==> src/ubtc_pkg.sv <==
// shared register map, field layout and constants of the baud and rx/tx control block
package ubtc_pkg;
	localparam logic [7:0] CMD_OFFS = 8'h00;
	localparam logic [7:0] MODE_OFFS = 8'h04;
	localparam logic [7:0] DIV_OFFS = 8'h20;
	localparam logic [7:0] RATIO_OFFS = 8'h40;
	localparam logic [7:0] STAT_OFFS = 8'h14;
	localparam int CMD_RX_SOFT_RESET_CMD_BIT = 2;
	localparam int CMD_TX_SOFT_RESET_CMD_BIT = 3;
	localparam int CMD_RX_ENABLE_CMD_BIT = 4;
	localparam int CMD_RX_DISABLE_CMD_BIT = 5;
	localparam int CMD_TX_ENABLE_CMD_BIT = 6;
	localparam int CMD_TX_DISABLE_CMD_BIT = 7;
	localparam int MODE_SMODE_LSB = 0;
	localparam int MODE_CLKSEL_LSB = 4;
	localparam int MODE_SYNC_BIT = 8;
	localparam int MODE_OVER_BIT = 19;
	localparam int MODE_CLK_OUT_ENABLE_BIT = 18;
	localparam int DIV_FRAC_LSB = 16;
	localparam logic [31:0] MODE_RST = 32'h0000_0000;
	localparam logic [15:0] INT_DIV_RST = 16'h0000;
	localparam logic [2:0] FRAC_RST = 3'h0;
	localparam logic [10:0] CARD_RATIO_RST = 11'h174;
	localparam logic [3:0] SMODE_NORMAL = 4'h0;
	localparam logic [3:0] SMODE_ISO_T0 = 4'h4;
	localparam logic [3:0] SMODE_ISO_T1 = 4'h6;
	localparam logic [1:0] CLKSEL_MCK = 2'h0;
	localparam logic [1:0] CLKSEL_DIV = 2'h1;
	localparam logic [1:0] CLKSEL_EXT = 2'h3;
	localparam int PRESCALE = 8;
	typedef struct packed {
		logic rxEnabled;
		logic txEnabled;
		logic rxBusy;
		logic txBusy;
		logic txHoldFull;
	} ubtc_status_s;
	// rate adjust code to divider factor, zero for unlisted codes
	function automatic logic [5:0] ubtc_rate_adjust(input logic [3:0] code);
		unique case (code)
			4'h1: return 6'h01;
			4'h2: return 6'h02;
			4'h3: return 6'h04;
			4'h4: return 6'h08;
			4'h5: return 6'h10;
			4'h6: return 6'h20;
			4'h8: return 6'h0c;
			4'h9: return 6'h14;
			default: return 6'h00;
		endcase
	endfunction
	function automatic logic [11:0] ubtc_clk_division(input logic [3:0] code);
		unique case (code)
			4'h0, 4'h1: return 12'h174;
			4'h2: return 12'h22e;
			4'h3: return 12'h2e8;
			4'h4: return 12'h45c;
			4'h5: return 12'h5d0;
			4'h6: return 12'h744;
			4'h9: return 12'h200;
			4'ha: return 12'h300;
			4'hb: return 12'h400;
			4'hc: return 12'h600;
			4'hd: return 12'h800;
			default: return 12'h000;
		endcase
	endfunction
endpackage

==> src/ubtc_usart_baud_and_txrx_control.sv <==
// baud generator (async, fractional, sync, smart card) and rx/tx enable control with apb slave
`timescale 1ns/1ps
module ubtc_usart_baud_and_txrx_control #(
	parameter int DIV_WIDTH = 16,
	parameter int RATIO_WIDTH = 11
) (
	input wire logic core_clk,
	input wire logic srst,
	input wire logic psel,
	input wire logic penable,
	input wire logic pwrite,
	input wire logic [7:0] paddr,
	input wire logic [31:0] pwdata,
	output logic [31:0] prdata,
	output logic pready,
	output logic pslverr,
	input wire logic sckIn,
	output logic sckOut,
	output logic sckOe,
	output logic baudTick,
	output logic sampleTick,
	output logic etuTick,
	output logic rxEnabled,
	output logic txEnabled,
	output logic rxSoftReset,
	output logic txSoftReset,
	input wire logic rxBusy,
	input wire logic txBusy,
	input wire logic txHoldFull
);
	initial begin
		if (DIV_WIDTH != 16 || RATIO_WIDTH != 11) $error("unsupported divider widths");
	end

	logic [31:0] mode_q;
	logic [DIV_WIDTH-1:0] intDiv_q;
	logic [2:0] frac_q;
	logic [RATIO_WIDTH-1:0] cardRatio_q;
	logic rx_enable_cmd_q, tx_enable_cmd_q, rxDisPend_q, txDisPend_q;
	logic rxRst_q, txRst_q;
	logic sck1_q, sck2_q, sck3_q;
	logic [2:0] pre_q;
	logic [DIV_WIDTH:0] divCnt_q;
	logic [2:0] fracAcc_q;
	logic divOut_q, divTick;
	logic half_q;
	logic [4:0] ovs_q;
	logic [RATIO_WIDTH-1:0] etuCnt_q;
	logic srcTick, wrAcc;
	logic [3:0] smode;
	logic [1:0] clkSel;
	logic syncMode, over, cardMode;
	ubtc_pkg::ubtc_status_s stat;

	assign smode = mode_q[ubtc_pkg::MODE_SMODE_LSB +: 4];
	assign clkSel = mode_q[ubtc_pkg::MODE_CLKSEL_LSB +: 2];
	assign syncMode = mode_q[ubtc_pkg::MODE_SYNC_BIT];
	assign over = mode_q[ubtc_pkg::MODE_OVER_BIT];
	assign cardMode = (smode == ubtc_pkg::SMODE_ISO_T0) || (smode == ubtc_pkg::SMODE_ISO_T1);
	assign wrAcc = psel && penable && pwrite;

	// apb: zero wait states, unmapped addresses read zero and answer with an error
	assign pready = 1'b1;
	always_comb begin
		pslverr = 1'b0;
		prdata = 32'h0000_0000;
		stat = '{rx_enable_cmd_q, tx_enable_cmd_q, rxBusy, txBusy, txHoldFull};
		unique case (paddr)
			ubtc_pkg::CMD_OFFS: prdata = 32'h0000_0000;
			ubtc_pkg::MODE_OFFS: prdata = mode_q;
			ubtc_pkg::DIV_OFFS: prdata = {13'h0000, frac_q, intDiv_q};
			ubtc_pkg::RATIO_OFFS: prdata = {21'h00_0000, cardRatio_q};
			ubtc_pkg::STAT_OFFS: prdata = {27'h000_0000, stat};
			default: pslverr = psel && penable;
		endcase
	end

	// configuration survives soft resets, only srst reloads it
	always_ff @(posedge core_clk) begin
		if (srst) begin
			mode_q <= ubtc_pkg::MODE_RST;
			intDiv_q <= ubtc_pkg::INT_DIV_RST;
			frac_q <= ubtc_pkg::FRAC_RST;
			cardRatio_q <= ubtc_pkg::CARD_RATIO_RST;
		end else if (wrAcc) begin
			if (paddr == ubtc_pkg::MODE_OFFS) mode_q <= pwdata;
			if (paddr == ubtc_pkg::DIV_OFFS) begin
				intDiv_q <= pwdata[DIV_WIDTH-1:0];
				frac_q <= pwdata[ubtc_pkg::DIV_FRAC_LSB +: 3];
			end
			if (paddr == ubtc_pkg::RATIO_OFFS) cardRatio_q <= pwdata[RATIO_WIDTH-1:0];
		end
	end

	// command pulses; zero bits do nothing, disable beats enable
	logic cmdWr;
	assign cmdWr = wrAcc && (paddr == ubtc_pkg::CMD_OFFS);
	always_ff @(posedge core_clk) begin
		if (srst) begin
			rxRst_q <= 1'b0;
			txRst_q <= 1'b0;
		end else begin
			rxRst_q <= cmdWr && pwdata[ubtc_pkg::CMD_RX_SOFT_RESET_CMD_BIT];
			txRst_q <= cmdWr && pwdata[ubtc_pkg::CMD_TX_SOFT_RESET_CMD_BIT];
		end
	end
	assign rxSoftReset = rxRst_q;
	assign txSoftReset = txRst_q;

	always_ff @(posedge core_clk) begin
		if (srst) begin
			rx_enable_cmd_q <= 1'b0;
			rxDisPend_q <= 1'b0;
		end else if (cmdWr && pwdata[ubtc_pkg::CMD_RX_DISABLE_CMD_BIT]) begin
			rxDisPend_q <= rx_enable_cmd_q;
		end else if (cmdWr && pwdata[ubtc_pkg::CMD_RX_ENABLE_CMD_BIT]) begin
			rx_enable_cmd_q <= 1'b1;
			rxDisPend_q <= 1'b0;
		end else if (rxDisPend_q && !rxBusy) begin
			rx_enable_cmd_q <= 1'b0;
			rxDisPend_q <= 1'b0;
		end
	end

	always_ff @(posedge core_clk) begin
		if (srst) begin
			tx_enable_cmd_q <= 1'b0;
			txDisPend_q <= 1'b0;
		end else if (cmdWr && pwdata[ubtc_pkg::CMD_TX_DISABLE_CMD_BIT]) begin
			txDisPend_q <= tx_enable_cmd_q;
		end else if (cmdWr && pwdata[ubtc_pkg::CMD_TX_ENABLE_CMD_BIT]) begin
			tx_enable_cmd_q <= 1'b1;
			txDisPend_q <= 1'b0;
		end else if (txDisPend_q && !txBusy && !txHoldFull) begin
			tx_enable_cmd_q <= 1'b0;
			txDisPend_q <= 1'b0;
		end
	end
	assign rxEnabled = rx_enable_cmd_q;
	assign txEnabled = tx_enable_cmd_q;

	// external clock synchronised before edge detection
	always_ff @(posedge core_clk) begin
		if (srst) begin
			sck1_q <= 1'b0;
			sck2_q <= 1'b0;
			sck3_q <= 1'b0;
		end else begin
			sck1_q <= sckIn;
			sck2_q <= sck1_q;
			sck3_q <= sck2_q;
		end
	end

	always_ff @(posedge core_clk) begin
		if (srst) pre_q <= 3'h0;
		else pre_q <= pre_q + 3'h1;
	end

	// source select: master clock, master/8, or rising edge of external pin
	always_comb begin
		unique case (clkSel)
			ubtc_pkg::CLKSEL_DIV: srcTick = (pre_q == 3'(ubtc_pkg::PRESCALE - 1));
			ubtc_pkg::CLKSEL_EXT: srcTick = sck2_q && !sck3_q;
			default: srcTick = 1'b1;
		endcase
	end

	// main divider; counts source ticks, extra tick every eighth of frac when enabled
	logic fracOn;
	logic [DIV_WIDTH:0] divLimit;
	logic [3:0] fracSum;
	assign fracOn = (frac_q != 3'h0) && (smode == ubtc_pkg::SMODE_NORMAL) && !syncMode;
	assign fracSum = {1'b0, fracAcc_q} + {1'b0, frac_q};
	assign divLimit = (fracOn && fracSum[3]) ? {1'b0, intDiv_q} + 17'h0_0001 : {1'b0, intDiv_q};
	always_ff @(posedge core_clk) begin
		if (srst) begin
			divCnt_q <= '0;
			fracAcc_q <= 3'h0;
		end else if (intDiv_q == '0) begin
			divCnt_q <= '0;
		end else if (srcTick) begin
			if (divCnt_q + 17'h0_0001 >= divLimit) begin
				divCnt_q <= '0;
				fracAcc_q <= fracOn ? fracSum[2:0] : 3'h0;
			end else begin
				divCnt_q <= divCnt_q + 17'h0_0001;
			end
		end
	end
	// divisor 1 bypasses while fracOn is low: every source tick passes
	assign divTick = srcTick && (intDiv_q != '0) && (divCnt_q + 17'h0_0001 >= divLimit);

	// sync-mode bit clock; external source is used straight, ignoring the divisor
	logic syncExt;
	assign syncExt = syncMode && (clkSel == ubtc_pkg::CLKSEL_EXT);
	logic halfPoint;
	// master-clock source toggles at both halves so odd divisors stay balanced
	assign halfPoint = (clkSel == ubtc_pkg::CLKSEL_MCK) && srcTick && (intDiv_q > 16'h0001)
		&& (divCnt_q + 17'h0_0001 == {2'b00, intDiv_q[DIV_WIDTH-1:1]});
	always_ff @(posedge core_clk) begin
		if (srst) begin
			half_q <= 1'b0;
			divOut_q <= 1'b0;
		end else begin
			if (divTick) half_q <= 1'b0;
			else if (halfPoint) half_q <= 1'b1;
			if (syncExt) divOut_q <= sck2_q;
			else if (intDiv_q == 16'h0001) divOut_q <= (clkSel == ubtc_pkg::CLKSEL_MCK) ? ~divOut_q : divTick;
			else if (clkSel == ubtc_pkg::CLKSEL_MCK) divOut_q <= halfPoint;
			else divOut_q <= (divCnt_q < {2'b00, intDiv_q[DIV_WIDTH-1:1]});
		end
	end

	// oversampling: async baud is divider output over 16 or 8
	always_ff @(posedge core_clk) begin
		if (srst || !(rx_enable_cmd_q || tx_enable_cmd_q) || syncMode || cardMode) ovs_q <= 5'h00;
		else if (divTick) ovs_q <= (ovs_q == (over ? 5'h07 : 5'h0f)) ? 5'h00 : ovs_q + 5'h01;
	end

	// card mode: sampling divider splits card clock into time units
	always_ff @(posedge core_clk) begin
		if (srst || !cardMode || cardRatio_q == '0) etuCnt_q <= '0;
		else if (divTick) etuCnt_q <= (etuCnt_q + 11'h001 >= cardRatio_q) ? '0 : etuCnt_q + 11'h001;
	end

	always_ff @(posedge core_clk) begin
		if (srst) begin
			baudTick <= 1'b0;
			sampleTick <= 1'b0;
			etuTick <= 1'b0;
		end else begin
			sampleTick <= divTick && !syncMode && !cardMode;
			etuTick <= divTick && cardMode && (etuCnt_q + 11'h001 >= cardRatio_q) && cardRatio_q != '0;
			if (cardMode) baudTick <= divTick && (etuCnt_q + 11'h001 >= cardRatio_q) && cardRatio_q != '0;
			else if (syncExt) baudTick <= sck2_q && !sck3_q;
			else if (syncMode) baudTick <= divTick;
			else baudTick <= divTick && (ovs_q == (over ? 5'h07 : 5'h0f));
		end
	end

	// serial clock pin: driven in sync mode with internal source, or in card mode with clock out
	logic sckLevel;
	assign sckLevel = (clkSel == ubtc_pkg::CLKSEL_MCK && intDiv_q != 16'h0001) ? (divOut_q ^ half_q) : divOut_q;
	always_ff @(posedge core_clk) begin
		if (srst) begin
			sckOut <= 1'b0;
			sckOe <= 1'b0;
		end else begin
			sckOe <= (syncMode && !syncExt) || (cardMode && mode_q[ubtc_pkg::MODE_CLK_OUT_ENABLE_BIT]);
			sckOut <= sckLevel;
		end
	end
endmodule

==> config.mk <==
export PLATFORM = sky130hd
export DESIGN_NAME = ubtc_usart_baud_and_txrx_control
export DESIGN_NICKNAME = d
export VERILOG_FILES = /design/src/ubtc_pkg.sv /design/src/ubtc_usart_baud_and_txrx_control.sv
export SDC_FILE = /design/constraint.sdc
export NUM_CORES = 1
export LEC_CHECK = 0
export BUFFER_PORTS_ARGS = -buffer_cell sky130_fd_sc_hd__buf_4
export CAP_MARGIN = 40
export CORE_MARGIN = 3
export CORE_UTILIZATION = 59
export DETAILED_ROUTE_END_ITERATION = 10
export HOLD_SLACK_MARGIN = 0.12
export PLACE_DENSITY = 0.81
export SLEW_MARGIN = 25
export SYNTH_ARGS = -nofsm -noshare
export SYNTH_HDL_FRONTEND = slang
export SYNTH_SLANG_ARGS = --single-unit
==> constraint.sdc <==
create_clock -name core_clk -period 4.48 [get_ports core_clk]
set_input_delay 0.672 -clock core_clk [delete_from_list [all_inputs] [get_ports core_clk]]
set_output_delay 0.672 -clock core_clk [all_outputs]
set_load 0.01 [all_outputs]
==> run metrics, run 1 <==
CTS tree=yes; CP Max Fanout=17; Layout Nets=approximately 1,100; die area=~0.013 mm²; slew margin rel.=0.490; worst-case vdd ir drop=~320 µV; DR pass1 iterations=7; number of remaining DRC errors=0; Avg Inst Size Synth=7.67 µm²; area leader, netlist=dfxtp_1; synthesized area=a little over 0.007 mm²; Yosys warnings=0; Final Hold Fails=0; startpoint types=flip-flop; post-synth cell types=68; crit path kind=reg -> reg; sw frac=0.212; clock sink total=117; vias per cell=5.95; Async S/R FF share, synth=0; initial core utilization=0.614; fin util=0.733; CP Data Required Time=around 4.8 ns; Worst Hold Class=reg -> reg; GRT Overall Usage=0.295; Reg2Reg Depth=15; vias in the first global route=about 6,400; Post-synth EDFFs=0; Post-CTS Hold Fix Bufs=0; hold path cells=1; Slew @ Worst Pin=roughly 0.76 ns; DR iter-0 viols=441; Clock Power Share=0.577; total setup buffers inserted after CTS=0; share of cells above drive strength 1=0.154; initial antenna violation count=0; RSZ-0062 raised after global routing=no; DR WL met2=9200 µm; switching pwr=0.561 mW; aggregate global routing overflow=0; max frequency=about 0.24 GHz; Worst setup EP type=flip-flop; final setup fails=0; Setup TNS Final=0 ns; Cell Pwr Density=310 mW/mm²; die height=~120 µm; Slew Viols, Final=0; hold endpoint=pre_q[0]; most common flop cell mapped by yosys=dfxtp_1; row count=39; HP Start=pre_q[0]; post-synth top area share=0.327; wl on met1=about 8300 µm; Net Count, Synth=approximately 1,000; Root Buffer=clkbuf_16; Synth area leaders=dfxtp_1 33%, ha_1 9.4%, nand2_1 9.2%, a21oi_1 7.7%, xnor2_1 4.4%; Post-Route WL=between 15,000 and 20,000 µm; cells after synthesis=around 930; first-pass GRT wire length=31,800 µm; # diodes=0; maxcap violations=0; design internal power=roughly 2.1 mW; top routing layer used=met4; Die Wd=116 µm; total CTS buffers=17; Top-Level Pins=between 90 and 100; post_cts resized=0; drt wl/cell=around 17 µm; sequential share of power=0.395; Via Count=a little under 7,000; Comb power frac=0.029; HPWL Detailed=~14,000 µm; # H-tree levels=4; crit path from=divCnt_q[1]; reg2reg end=ovs_q[4]; register area share after synthesis=0.327; clock latency on the worst-skew pair=roughly 0.42 ns; number of I/O port buffers=90; met3 routed wirelength=1540 µm; CTS clk-pin slew, worst paths=about 0.06 ns; Syn-to-layout area delta=19.4%; largest net degree at the start of global routing=59; Reg2Reg Setup Slack=approximately 0.28 ns; Worst EP arrival=~4.5 ns; Layout Skew=~0.0080 ns; post-layout min period=between 4 and 5 ns; total core area=about 0.012 mm²; Final period util=0.937; Hold Worst Slack=between 0.4 and 0.5 ns; Max Root-Sink Buffers=2; outcome=completed; reg2reg start=divCnt_q[1]; RePlAce Congestion=slightly below 1; Synth Register Bits=about 120; Antenna Nets Post-Route=0; Leakage=between 3 and 4 nW
==> cell families (layout without fill, tap and decap cells) <==
| kind of cell | Yosys count | after routing | synth area share |
|---|---|---|---|
| flops | 117 | 117 | 0.327 |
| compound gates | 208 | 208 | 0.172 |
| mux | 8 | 8 | 0.0114 |
| xor+xnor | 50 | 50 | 0.0622 |
| buf+inv | 104 | 185 | 0.0636 |
| simple gates | 390 | 390 | 0.266 |
| fa+ha+maj | 55 | 55 | 0.0972 |
| other cells | 1 | 1 | 0.000524 |
==> Yosys cell counts (3+ instances only) <==
| master | number |
|---|---|
| nor4_1 | 6 |
| a222oi_1 | 6 |
| or3_1 | 4 |
| and3_1 | 14 |
| xnor2_1 | 36 |
| nor2b_1 | 16 |
| a22oi_1 | 5 |
| a31oi_1 | 3 |
| buf_2 | 3 |
| and2_1 | 20 |
| nor3_1 | 19 |
| clkbuf_1 | 46 |
| a32oi_1 | 3 |
| nand2b_1 | 3 |
| nand2_1 | 176 |
| nor2_1 | 55 |
| buf_6 | 4 |
| nand3_1 | 27 |
| mux2i_1 | 7 |
| inv_1 | 46 |
| a21oi_1 | 110 |
| dfxtp_1 | 117 |
| buf_4 | 3 |
| and4_1 | 5 |
| o211ai_1 | 6 |
| ha_1 | 54 |
| nand3b_1 | 13 |
| nand4_1 | 5 |
| a22o_1 | 15 |
| a21o_1 | 3 |
| or4_1 | 5 |
| or2_2 | 4 |
| xor2_1 | 13 |
| o21ai_0 | 39 |
==> routing by layer <==
layer,up-vias,track usage
li1,3362,-
met1,3232,0.390
met2,253,0.470
met3,42,0.0839
met4,0,0.0936
met5,-,0
==> power by group through the flow <==
stage	clock (mW)	combinational [mW]	sequential [mW]
finish	1.53	0.0760	1.05
global route	1.59	0.0813	1.05
CTS	1.54	0.0743	1.05
detailed placement	0	0.0738	1.07
global placement	0	0.0733	1.07
floorplan	0	0.0272	1.07
==> critical path: stages (launching register included) <==
cell	delay, ns
dfxtp_1	0.42
ha_1	0.31
and4_1	0.38
nand4_2	0.21
nor2_1	0.42
nand3_1	0.16
xnor2_1	0.19
ha_1	0.33
nand2_1	0.05
o21ai_0	0.20
a21oi_1	0.08
or2_1	0.23
o31a_1	0.22
buf_4	0.25
or4b_1	0.50
a21oi_1	0.15
==> registers in the layout, indices dropped and copies added (netlist names), 3 cells and up <==
register     cells
etuCnt_q        11
fracAcc_q        3
mode_q          32
intDiv_q        16
ovs_q            5
pre_q            3
frac_q           3
divCnt_q        17
cardRatio_q     11
==> worst max path at each step <==
stage,end,slack (ns),cells past startpoint
after floorplan,etuCnt_q[2],0.69,19
after global placement,divCnt_q[16],0.40,17
after detailed placement,divCnt_q[16],0.33,17
after CTS,fracAcc_q[2],0.27,19
after global routing,ovs_q[3],0.01,15
final,ovs_q[4],0.28,15
==> metrics by stage <==
step,cells,area [µm²],power [mW],setup WS (ns)
2_1_floorplan,933,7160,1.10,0.694
3_5_place_dp,1123,7860,1.14,0.330
4_1_cts,1155,8520,2.66,0.269
5_1_grt,1157,8550,2.72,0.0111
6_report,1157,8550,2.65,0.281
3_3_place_gp,1123,7860,1.14,0.396
==> final cells by class <==
| class | instances | area [µm²] |
|---|---|---|
| clock buffer | 18 | 439 |
| clock inverter | 14 | 224 |
| fill | 891 | 3110 |
| inverter | 46 | 173 |
| multi-input combinational | 712 | 4370 |
| sequential | 117 | 2340 |
| tap | 143 | 179 |
| timing repair buffer | 107 | 823 |
==> cell usage in the layout, fill, tap and decap left out, drive strengths merged, types with 29 or more instances in the layout <==
cell type and instances:
xnor2 37, buf 107, dfxtp 117, ha 54, a21oi 110, nand3 29
inv 49, nand2 176, nor2 55, o21ai 40
Power figures use the tool's default switching activity.
==> run 2: changes to the inputs <==
- CORE_ASPECT_RATIO: unset -> 0.75
==> run 2 against run 1 <==
Effect of this change:
- cell area shrank 1.1%
- largest cell class unchanged
- global-route usage down 0.66 points
- critical endpoint is now divOut_q
- sequential share of layout area up 0.32 points
- maximum frequency increased by 3.6%
- clock power down 13%
- via count barely moved
- first-iteration DRC count increased by 70%
- core utilization is 1.3 points lower
- clock-buffer cell count fell by 1
==> run metrics, run 2 (synthesis gave the netlist of run 1 again) <==
Worst Hold Class=reg -> reg (unchanged); vias per cell=5.88 (was 5.95); Root Buffer=clkbuf_16 (unchanged); leading cell type in the layout, fill and taps excluded=nand2_1 (unchanged); reg2reg end=divOut_q (was ovs_q[4]); Setup TNS Final=0 ns (unchanged); Via Count=6,893 (was 6,889); CP Data Required Time=4.78 ns (was 4.82 ns); Worst EP arrival=4.36 ns (was 4.54 ns); CTS clk-pin slew, worst paths=0.06 ns (about the same); reg2reg start=frac_q[1] (was divCnt_q[1]); DR pass1 iterations=8 (was 7); commonest non-fill, non-tap cells in the layout=175 x nand2_1, 117 x dfxtp_1, 110 x a21oi_1 (was 176 x nand2_1, 117 x dfxtp_1, 110 x a21oi_1); GRT Overall Usage=0.289 (was 0.295); RePlAce Congestion=0.909 (was 0.962); die area=0.0135 mm² (about the same); number of I/O port buffers=90 (unchanged); largest net degree at the start of global routing=84 (was 59); biggest regs=mode_q x32, divCnt_q x17, intDiv_q x16 (unchanged); slew margin rel.=0.431 (was 0.490); Leakage=3.44 nW (was 3.50 nW); worst setup margin=0.425 ns (was 0.281 ns); post-layout min period=4.06 ns (was 4.20 ns); row count=34 (was 39); Antenna Nets Post-Route=0 (unchanged); DR iter-0 viols=748 (was 441); total core area=0.0117 mm² (about the same); post-place setup slack=0.266 ns (was 0.330 ns); Layout Nets=1,102 (was 1,105); # diodes=0 (unchanged); RSZ-0062 raised after global routing=no (unchanged); Top-Level Pins=92 (unchanged); Reg2Reg Setup Slack=0.42 ns (was 0.28 ns); Reg2Reg Depth=19 (was 15); die height=101 µm (was 116 µm); Most flops, register=mode_q (unchanged); Max Root-Sink Buffers=2 (unchanged); Final Hold Fails=0 (unchanged); fillers=962 (was 891); Cell Pwr Density=290 mW/mm² (was 310 mW/mm²); aggregate global routing overflow=0 (unchanged); maxcap violations=0 (unchanged); Die Wd=133 µm (was 116 µm); Post-Route WL=19,400 µm (was 19,500 µm); clock latency on the worst-skew pair=0.42 ns (about the same); Slew Viols, Final=0 (unchanged); clock sink total=117 (unchanged); vias in the first global route=6,330 (was 6,418); Final period util=0.905 (was 0.937); max frequency=0.247 GHz (was 0.238 GHz); Worst setup EP type=flip-flop (unchanged); share of cells above drive strength 1=0.154 (about the same); # H-tree levels=4 (unchanged); crit path kind=reg -> reg (unchanged); CTS tree=yes (unchanged); outcome=completed (unchanged); Power, Total=2.45 mW (was 2.65 mW); startpoint types=flip-flop (unchanged); HP Start=sck1_q (was pre_q[0]); drt wl/cell=16.5 µm (was 16.8 µm); first-pass GRT wire length=31,600 µm (was 31,800 µm); hold endpoint=sck2_q (was pre_q[0]); Largest register FFs=32 (unchanged); Slew @ Worst Pin=0.854 ns (was 0.765 ns); hold path cells=1 (unchanged); final setup fails=0 (unchanged); CP Max Fanout=10 (was 17); Layout Skew=0.0109 ns (was 0.00801 ns); Syn-to-layout area delta=18.0% (was 19.4%); Post-CTS Hold Fix Bufs=0 (unchanged); number of remaining DRC errors=0 (unchanged); initial core utilization=0.610 (was 0.614); initial antenna violation count=0 (unchanged); worst-case vdd ir drop=269 µV (was 316 µV); total CTS buffers=17 (unchanged); HPWL Detailed=13,700 µm (was 13,600 µm)
-- run 2: per-stage QoR --
stage	instance area [µm²]	cells	hold slack [ns]	utilization
floorplan	7160	933	0.399	-
global placement	7850	1139	0.410	0.668
detailed placement	7850	1139	0.427	0.669
CTS	8420	1171	0.440	0.717
global route	8450	1173	0.451	0.720
finish	8450	1173	0.438	0.720
-- run 2: critical path, cell delays in order, from the launching register on --
cell and delay [ns]:
dfxtp_1 0.35, ha_1 0.30, a21o_1 0.11, a21oi_1 0.09, nor2_2 0.20, nand3_1 0.14, nor2_2 0.23, and3_1 0.32
nand3_1 0.13, xnor2_1 0.16, ha_1 0.30, and2_1 0.18, a221o_1 0.30, a21oi_1 0.18, or2_1 0.13, o31a_2 0.26
buf_4 0.20, o2bb2ai_1 0.08, nor3_1 0.18, a21oi_1 0.09
-- run 2: cell type report --
| cell class | count | area [µm²] | area share |
|---|---|---|---|
| Sequential cell | 117 | 2340 | 0.277 |
| Clock buffer | 17 | 425 | 0.0503 |
| Inverter | 46 | 173 | 0.0204 |
| Clock inverter | 15 | 145 | 0.0172 |
| Tap cell | 162 | 203 | 0.0240 |
| Timing Repair Buffer | 104 | 788 | 0.0933 |
| Multi-Input combinational cell | 712 | 4370 | 0.518 |
-- run 2: power by group --
part	internal (mW)	switching, mW	leakage, nW
Combinational	0.0369	0.0385	2.22
Sequential	1.04	0.00160	0.943
Clock	0.777	0.551	0.278
-- run 2: worst max-delay path by stage --
stage,start,end,depth (start not counted),slack [ns]
6_report,frac_q[1],divOut_q,19,0.42
5_1_grt,mode_q[1],divOut_q,18,0.07
4_1_cts,frac_q[1],divOut_q,19,0.11
3_5_place_dp,frac_q[1],divOut_q,19,0.27
3_3_place_gp,frac_q[1],etuCnt_q[0],18,0.45
2_1_floorplan,mode_q[8],etuCnt_q[2],19,0.69
-- run 2: metal layers --
layer	track usage	share of wire	vias up	routed length, µm
met2	0.438	0.43	334	8340
met3	0.0710	0.10	30	2000
li1	-	-	3346	-
met1	0.409	0.45	3183	8780
met5	0	0	-	0
met4	0.0885	0.014	0	265
-- run 2: what timing repair did --
item	CTS	global route
buffers inserted	0	0
hold endpoints to repair	0	0
resized for setup	0	3
endpoints found under the setup margin	0	27
